$ cat config.mk
export PLATFORM = sky130hd
export DESIGN_NAME = riox_exec
export DESIGN_NICKNAME = d
export VERILOG_FILES = /design/src/logic/riox_pkg.sv /design/src/logic/riox_phase.sv /design/src/logic/riox_exec.sv
export SDC_FILE = /design/constraint.sdc
export NUM_CORES = 1
export LEC_CHECK = 0
export BUFFER_PORTS_ARGS = -buffer_cell sky130_fd_sc_hd__buf_2
export CAP_MARGIN = 20
export CORE_UTILIZATION = 28
export CTS_CLUSTER_DIAMETER = 40
export DETAILED_ROUTE_END_ITERATION = 16
export SETUP_SLACK_MARGIN = 0.02
export SYNTH_ARGS = -nofsm -noshare
export SYNTH_HDL_FRONTEND = slang
export SYNTH_SLANG_ARGS = --single-unit
$ cat constraint.sdc
create_clock -name core_clk -period 1.1 [get_ports core_clk]
set_input_delay 0.275 -clock core_clk [delete_from_list [all_inputs] [get_ports core_clk]]
set_output_delay 0.275 -clock core_clk [all_outputs]
set_load 0.01 [all_outputs]
$ cat src/logic/riox_pkg.sv
// Package of constants and types for the return/option execution block
package riox_pkg;
  localparam logic [13:0] RIOX_OP_RETURN_FROM_INTERRUPT = 14'h0009; // Return from interrupt word
  localparam logic [13:0] RIOX_OP_OPTION_LOAD           = 14'h0062; // Legacy option load word
  localparam int          RIOX_GIE_BIT                  = 7;        // Enable bit in interrupt control
  localparam logic [7:0]  RIOX_OPTION_RESET             = 8'hFF;    // Option register after reset
  localparam logic [7:0]  RIOX_INTERRUPT_CONTROL_REG_RESET             = 8'h00;    // Interrupt control after reset
  localparam logic [12:0] RIOX_PC_RESET                 = 13'h0000; // Program counter after reset
  localparam logic [1:0]  RIOX_Q1                       = 2'h0;     // Phase codes
  localparam logic [1:0]  RIOX_Q2                       = 2'h1;
  localparam logic [1:0]  RIOX_Q3                       = 2'h2;
  localparam logic [1:0]  RIOX_Q4                       = 2'h3;
  localparam int          RIOX_RESET_SYNC_STAGES        = 2;        // Reset release flops

  // Execution state
  typedef enum logic [1:0] {
    RIOX_IDLE    = 2'b00,
    RIOX_RET_C1  = 2'b01,
    RIOX_RET_C2  = 2'b10,
    RIOX_OPT_C1  = 2'b11
  } riox_state_t;
endpackage

$ cat src/logic/riox_phase.sv
// Four-phase generator producing one-cycle phase enables
`timescale 1ns/1ps
module riox_phase
  import riox_pkg::*;
(
  input  wire logic       core_clk,
  input  wire logic       rst_sync_n,
  output logic [1:0]      phase,
  output logic            q1_en,
  output logic            q3_en,
  output logic            q4_en
);
  // Phase counter
  typedef struct packed {
    logic [1:0] ph;
  } riox_ph_t;

  riox_ph_t cur;   // Registered state
  riox_ph_t nxt;   // Next state

  // Advance one phase per clock
  always_comb begin
    nxt    = cur;
    nxt.ph = cur.ph + 2'h1;
  end

  // Register the phase
  always_ff @(posedge core_clk or negedge rst_sync_n) begin
    if (!rst_sync_n) begin
      cur.ph <= RIOX_Q1;
    end else begin
      cur <= nxt;
    end
  end

  assign phase = cur.ph;
  assign q1_en = (cur.ph == RIOX_Q1);
  assign q3_en = (cur.ph == RIOX_Q3);
  assign q4_en = (cur.ph == RIOX_Q4);
endmodule

$ cat src/logic/riox_exec.sv
// Execution of return-from-interrupt and the legacy option load
`timescale 1ns/1ps
// How it works
// - Return word pops stack into PC
// - Return sets global_irq_enable, bit seven
// - Return takes two cycles, second idle
// - Option word copies accumulator, one cycle
// - Keep decoding legacy option load
// - Option register also file-register addressable
module riox_exec
  import riox_pkg::*;
(
  input  wire logic        core_clk,
  input  wire logic        rst_n,
  input  wire logic [13:0] instr_word,
  input  wire logic        instr_valid,
  input  wire logic [7:0]  accumulator,
  input  wire logic [12:0] return_stack_head,
  input  wire logic        file_opt_we,
  input  wire logic [7:0]  file_opt_wdata,
  input  wire logic        file_interrupt_control_reg_we,
  input  wire logic [7:0]  file_interrupt_control_reg_wdata,
  output logic             stack_pop,
  output logic             pc_load,
  output logic [12:0]      pc_value,
  output logic [7:0]       option_reg,
  output logic [7:0]       interrupt_control_reg,
  output logic             global_irq_enable,
  output logic             fetch_flush,
  output logic             instr_busy,
  output logic             status_we
);
  // Timing overview, counted in clocks from the decode edge
  // Decode happens only on the edge where the phase is Q1
  // A return raises busy on the decode edge itself
  // The enable bit is set on the Q3 edge of the first cycle
  // Pop, PC load and flush pulse after the Q4 edge
  // The second cycle of a return does nothing on purpose
  // That idle cycle lets the fetch path refill from the new PC
  // Busy drops after the Q4 edge of the second cycle
  // An option load copies the accumulator on its Q4 edge
  // Words that match neither opcode are simply ignored
  // Words arriving while a return is busy are ignored too
  // No arithmetic status flag is ever written by this block
  // File writes may arrive in any cycle, any phase
  // Instruction updates win over a file write in the same cycle
  // Hazard: a clear of the enable bit in Q3 is overridden
  // Whole state of the block
  typedef struct packed {
    riox_state_t st;
    logic        pop;
    logic        pcl;
    logic [12:0] pcv;
    logic [7:0]  opt;
    logic [7:0]  icr;
    logic        flush;
    logic        busy;
  } riox_reg_t;

  riox_reg_t   cur;          // Registered state
  riox_reg_t   nxt;          // Next state
  logic [1:0]  rst_sync;     // Reset release chain
  logic        rst_sync_n;   // Synchronised reset
  logic [1:0]  phase;        // Current phase
  logic        q1_en;        // Decode phase
  logic        q3_en;        // Third phase
  logic        q4_en;        // Fourth phase

  // Exact compare of the full fourteen-bit word
  // Partial decoding would let unrelated words trigger a return
  // Kept as a function so both opcodes use one comparator form
  // Decode helper shared by both instruction matches
  function automatic logic riox_match(input logic [13:0] w, input logic [13:0] op);
    riox_match = (w == op);
  endfunction

  // Reset asserts at once but releases on a clock edge
  // Avoids part of the state leaving reset a cycle before the rest
  // Every other flop in the block uses the synchronised copy
  // The phase counter restarts at Q1 on release
  // Reset released through two flops
  always_ff @(posedge core_clk or negedge rst_n) begin
    if (!rst_n) begin
      rst_sync <= 2'h0;
    end else begin
      rst_sync <= {rst_sync[0], 1'b1};
    end
  end
  assign rst_sync_n = rst_sync[1];

  // Four clocks form one instruction cycle
  // Phase enables are single-clock pulses from the counter
  // Only Q1, Q3 and Q4 matter for these two instructions
  // Phase generator
  riox_phase u_phase (
    .core_clk   (core_clk),
    .rst_sync_n (rst_sync_n),
    .phase      (phase),
    .q1_en      (q1_en),
    .q3_en      (q3_en),
    .q4_en      (q4_en)
  );

  // Pulses default low so each lasts exactly one clock
  // Registers default to hold their value
  // File writes are applied first, instruction effects after
  // Later assignments therefore take priority in one cycle
  // Decoding is blocked outside the idle state
  // Returns walk two states, option load walks one
  // Next-state logic
  always_comb begin
    nxt       = cur;
    nxt.pop   = 1'b0;
    nxt.pcl   = 1'b0;
    nxt.flush = 1'b0;
    // File-register writes to the option register
    if (file_opt_we) begin
      nxt.opt = file_opt_wdata;
    end
    // File-register writes to interrupt control
    if (file_interrupt_control_reg_we) begin
      nxt.icr = file_interrupt_control_reg_wdata;
    end
    case (cur.st)
      RIOX_IDLE: begin
        // Decode in Q1
        if (q1_en && instr_valid) begin
          if (riox_match(instr_word, RIOX_OP_RETURN_FROM_INTERRUPT)) begin
            nxt.st   = RIOX_RET_C1;
            nxt.busy = 1'b1;
          end else if (riox_match(instr_word, RIOX_OP_OPTION_LOAD)) begin
            nxt.st = RIOX_OPT_C1;
          end
        end
      end
      RIOX_RET_C1: begin
        // Set enable in Q3, instruction wins over file write
        if (q3_en) begin
          nxt.icr[RIOX_GIE_BIT] = 1'b1;
        end
        // Pop and load PC in Q4
        if (q4_en) begin
          nxt.pop   = 1'b1;
          nxt.pcl   = 1'b1;
          nxt.pcv   = return_stack_head;
          nxt.flush = 1'b1;
          nxt.st    = RIOX_RET_C2;
        end
      end
      RIOX_RET_C2: begin
        // Whole idle cycle while fetch refills
        if (q4_en) begin
          nxt.st   = RIOX_IDLE;
          nxt.busy = 1'b0;
        end
      end
      RIOX_OPT_C1: begin
        // Copy accumulator at end of the single cycle
        if (q4_en) begin
          nxt.opt = accumulator;
          nxt.st  = RIOX_IDLE;
        end
      end
      default: begin
        nxt.st = RIOX_IDLE;
      end
    endcase
  end

  // Reset values are constants from the package
  // Option register resets to all ones
  // Interrupt control resets with interrupts disabled
  // State register
  always_ff @(posedge core_clk or negedge rst_sync_n) begin
    if (!rst_sync_n) begin
      cur.st    <= RIOX_IDLE;
      cur.pop   <= 1'b0;
      cur.pcl   <= 1'b0;
      cur.pcv   <= RIOX_PC_RESET;
      cur.opt   <= RIOX_OPTION_RESET;
      cur.icr   <= RIOX_INTERRUPT_CONTROL_REG_RESET;
      cur.flush <= 1'b0;
      cur.busy  <= 1'b0;
    end else begin
      cur <= nxt;
    end
  end

  // Every output except status_we is a field of the registered state
  // No combinational path from inputs to outputs
  // Status write strobe is tied off, flags untouched
  // Outputs straight from flops
  assign stack_pop             = cur.pop;
  assign pc_load               = cur.pcl;
  assign pc_value              = cur.pcv;
  assign option_reg            = cur.opt;
  assign interrupt_control_reg = cur.icr;
  assign global_irq_enable     = cur.icr[RIOX_GIE_BIT];
  assign fetch_flush           = cur.flush;
  assign instr_busy            = cur.busy;
  assign status_we             = 1'b0;
endmodule

# After elaboration in Yosys (flattened, before gate mapping)
# Cells that the tools add are included.
op_classes:
  addsub: 1
  n_eq_ne: 13
  n_mux: 19
  reduce_logical: 8
ops:
  columns: ["operator", "n"]
  rows:
  - ["$mux 8", 4]
  - ["$mux 17", 1]
  - ["$mux 15", 1]
  - ["$eq 14x4->1 const B", 1]
  - ["$eq 14x7->1 const B", 1]
  - ["$eq 2x2->1 const B", 4]
  - ["$mux 2", 4]
  - ["$ne 2x2->1 const B", 4]
  - ["$reduce_and 4->1", 2]
  - ["$mux 1", 7]
  - ["$pmux 2 s3", 1]
  - ["$logic_not 2->1", 2]
  - ["$ne 3x3->1 const B", 1]
  - ["$add 2x1->2 const B", 1]
  - ["$eq 2x1->1 const B", 1]
  - ["$ne 2x1->1 const B", 1]
  - ["$pmux 1 s2", 1]
  - ["$reduce_and 2->1", 1]
  - ["$reduce_bool 2->1", 1]
  - ["$reduce_or 2->1", 1]
  - ["$logic_and 1x1->1", 1]
totals:
  reg_bits: 39
  input_bits: 56
  output_inout_bits: 35
  word_cells: 52

# Depth between registers and ports, before layout
logic_depth:
  word_depth: 5
  mapped_depth: 6
  depth_no_buf: 5

# By module
# Synthesis repeated with hierarchy kept, for this count alone.
unflattened:
  hier_cells: 177
  hier_area_um2: 1818.0
by_module_without_submodules:
  columns: ["module", "n_inst", "cells_per_inst", "area_each_um2", "seq_area_each_um2"]
  rows:
  - ["riox_exec", 1, 170, 1722.9, 885.8]
  - ["riox_phase", 1, 7, 95.1, 50.0]

# Worst setup path before layout
# No wires, ideal clock.
synth_timing:
  path_kind: "register to register"
  start: "register u_phase.cur, in the netlist u_phase.phase[1]"
  end: "register cur, in the netlist option_reg[5]"
  setup_time_ns: 0.079
  t_arrival_ns: 1.174
  t_required_ns: 1.021
  path_slack_ns: -0.153
  path_stages_with_launch: 6
  n_path_buf: 2
  synth_period_minus_slack_ns: 1.253
  path_cell_list: "dfrtp_1 ha_1 and3_1 clkbuf_1 buf_2 o21ai_0"
synth_lines:
  columns: ["element", "line_no", "text"]
  rows:
  - ["start: declaration", "riox_phase.sv:18", "riox_ph_t cur;"]
  - ["start signal: assignment", "riox_phase.sv:32", "cur <= nxt;"]
  - ["end signal: assignment", "riox_exec.sv:185", "cur <= nxt;"]
  - ["end: declaration", "riox_exec.sv:60", "riox_reg_t cur;"]

# Worst setup path after layout
layout_timing:
  start: "register cur, in the netlist option_reg[4]"
  end: "output port option_reg[4]"
layout_lines:
  columns: ["element", "line_no", "text"]
  rows:
  - ["end: declaration", "riox_exec.sv:26", "output logic [7:0] option_reg,"]
# No word-level cell between the ends.

==> metrics.csv <==
stage,metric,value,unit
clocking,cts_made_buffers,5,
min_path,hold_class,in -> reg,
drt,antenna_left,0,
floorplanning,die_h,82.55,um
timing,clock_skew,0.002634,ns
layout,postLayoutCoreUtil,42.32,%
synthesis,syn_area,0.001817,mm2
synthesis,synth_seq_area_share,51.52,%
global_route,grt_pass1_vias,1342,
drt,drc,0,
clocking,clock_path_buffers,2,
power_and_ir_drop,p_leak,1.213,nW
synthesis,yosys.area.top_type,dfrtp_1,
timing,tns,-2.139,ns
floorplanning,core_area,0.006096,mm2
place,gp_congestion,0.6768,
synthesis,syn_inst,179,
layout,largest_reg_flops,13,
synthesis,postSynthAreaPerCell,10.15,um2
timing,fin_crit_sh,109.1,%
place,placed_cells,318,
timing,grt_setup_unrepaired,yes,
clocking,clock_latency,0.28,ns
global_route,grt_usage,11.41,%
setup_path,critPathMaxFanout,2,
synthesis,ys_top_cells_by_area,"dfrtp_1 (40%), buf_4 (13%), dfstp_2 (12%)",
clocking,path_clk_slew,0.07,ns
setup_path,slowest_stage,dfstp_2,
setup_path,rrSetupSlack,-0.09,ns
setup_path,cp.required,0.82,ns
layout,areaGrowthSynthToFinish,42.01,%
timing,slew_viol_final,0,
timing,fin_crit,1.200,ns
outcome,status,"complete, but fails checks",
outcome,failed_checks,negative setup slack,
power_and_ir_drop,powerDensity,1121,mW/mm2
clocking,cts_root_buffer,clkbuf_8,
synthesis,ys_warn_count,0,
layout,nNetsFinal,325,
drt,vias_per_cell,4.348,
flow_run,cap_violations,0,
setup_path,cpPeakStageDelay,0.55,ns
place,portBuffers,89,
global_route,grt_pass1_wl,5796,um
drt,drt_first_pass_iters,4,
clocking,h-tree-depth,2,
drt,routed_wirelength,3905,um
layout,drive_above_1_share,64.04,%
floorplanning,dieArea,0.006815,mm2
timing,fmax,0.8332,GHz
global_route,grt_max_degree,20,
setup_path,crit_family,flip-flops,
layout,num_antenna_cells,0,
setup_path,worstPathArrival,0.93,ns
global_route,antenna_found_initial,0,
timing,setup_violations,32,
synthesis,ys_ff_latch,37,
floorplanning,initial_utilization,29.80,%
setup_path,crit_chain,buf_6,
global_route,grt-ovfl-total,0,
setup_path,startpoint_type,register,
layout,finalNonFillerCells,342,
place,detailedPlacementHpwl,2661,um
setup_path,path_buf_inv,1,
synthesis,synth_edf_count,0,
timing,hold_viol_final,0,
clocking,cts_tree,done,
power_and_ir_drop,worst_ir_drop_vdd,0.5477,mV
setup_path,cp-end-kind,output port,
drt,drt_iter0_drc,28,
floorplanning,rows,28,
drt,num_vias,1487,
setup_path,critical_path_class,reg -> out,
layout,fill_cells,620,
synthesis,synth_flop_cell,dfrtp_1,
floorplanning,die-width,82.55,um
drt,wl_per_cell,11.42,um
synthesis,yosys.area.top_type_share,39.94,%
synthesis,synth_nets,238,
synthesis,synth.distinct_cells,27,
floorplanning,pin_count,91,
synthesis,synthArstFlopShare,100.0,%
clocking,cts_sinks,37,
timing,setup_slack,-0.1002,ns
## Yosys cell counts (all sizes together), types with 2 or more instances
| cell | instances |
|---|---|
| conb | 2 |
| nor2 | 2 |
| ha | 3 |
| mux2 | 7 |
| nor3b | 2 |
| inv | 3 |
| mux2i | 9 |
| dfstp | 8 |
| o21ai | 13 |
| buf | 35 |
| nand2 | 50 |
| clkbuf | 3 |
| dfrtp | 29 |
| and3 | 2 |
## stage by stage
stage	hold WS, ns	instance area, um2	power, mW	setup WS [ns]
2_1_floorplan	-0.02059	1858	1.726	-0.1235
3_3_place_gp	0.06300	2197	1.833	-0.2994
3_5_place_dp	0.06421	2197	1.839	-0.3281
4_1_cts	0.1772	2487	2.945	-0.1159
5_1_grt	0.1854	2580	3.059	-0.1428
6_report	0.1881	2580	2.893	-0.1002
## cells by family after synthesis
logic type	count (synthesis)	share of synthesized area, %
simple gates	64	16.32
fa+ha+maj	3	2.066
flops	37	51.52
compound gates	16	5.165
buf+inv	41	15.22
other cells	2	0.4134
mux	16	9.298
## power breakdown
| group | total [mW] | internal [mW] | switching [mW] |
|---|---|---|---|
| combinational | 0.381 | 0.222 | 0.159 |
| sequential | 1.48 | 1.45 | 0.0359 |
| clock | 1.03 | 0.566 | 0.465 |
| total | 2.89 | 2.23 | 0.660 |
## final timing paths
check / start / cells after the start / endpoint
worst max register to register: u_phase.phase[0] / 5 / cur[34]
worst max-delay path: option_reg[4] / 1 / option_reg[4]
min in group asynchronous: rst_sync[1] / 1 / interrupt_control_reg[2]
worst min register to register: rst_sync[1] / 1 / interrupt_control_reg[2]
max in group asynchronous: rst_sync[1] / 1 / option_reg[2]
worst min-delay path: accumulator[5] / 3 / option_reg[5]
## metal layers
metal	share of wire (%)	GRT usage, %	vias up
li1	-	-	724
met3	5.8	3.297	5
met5	0	0	-
met1	42	13.38	705
met2	51	19.75	53
met4	0.85	4.138	0
## layout make-up
cell class                      instances  area [um2]  share of cell area, %
Clock inverter                          1       5.005                 0.1940
Multi-Input combinational cell        102       695.7                  26.96
Sequential cell                        37       939.7                  36.42
Tap cell                               75       93.84                  3.637
Clock buffer                            7       96.34                  3.734
Inverter                                3       16.27                 0.6305
Timing Repair Buffer                  117       733.2                  28.42
## placed cells by master (no fill, tap or decap), drive strengths merged, types with 2 or more instances in the layout
cell,instances
conb,2
mux2i,9
buf,116
clkbuf,7
dfrtp,29
and3,3
ha,3
o21ai,13
nor3b,2
mux2,7
nor2,2
nand2,50
dfstp,8
inv,3
## what timing repair did
| action | in CTS | in global routing |
|---|---|---|
| endpoints found under the hold margin | 2 | 0 |
| buffers inserted | 9 | 4 |
| gates resized for setup | 30 | 18 |
| pin swaps | 17 | 12 |
| hold buffers | 1 | 0 |
| endpoints found under the setup margin | 58 | 59 |
| cloned | 1 | 1 |
Power figures use the tool's default switching activity.
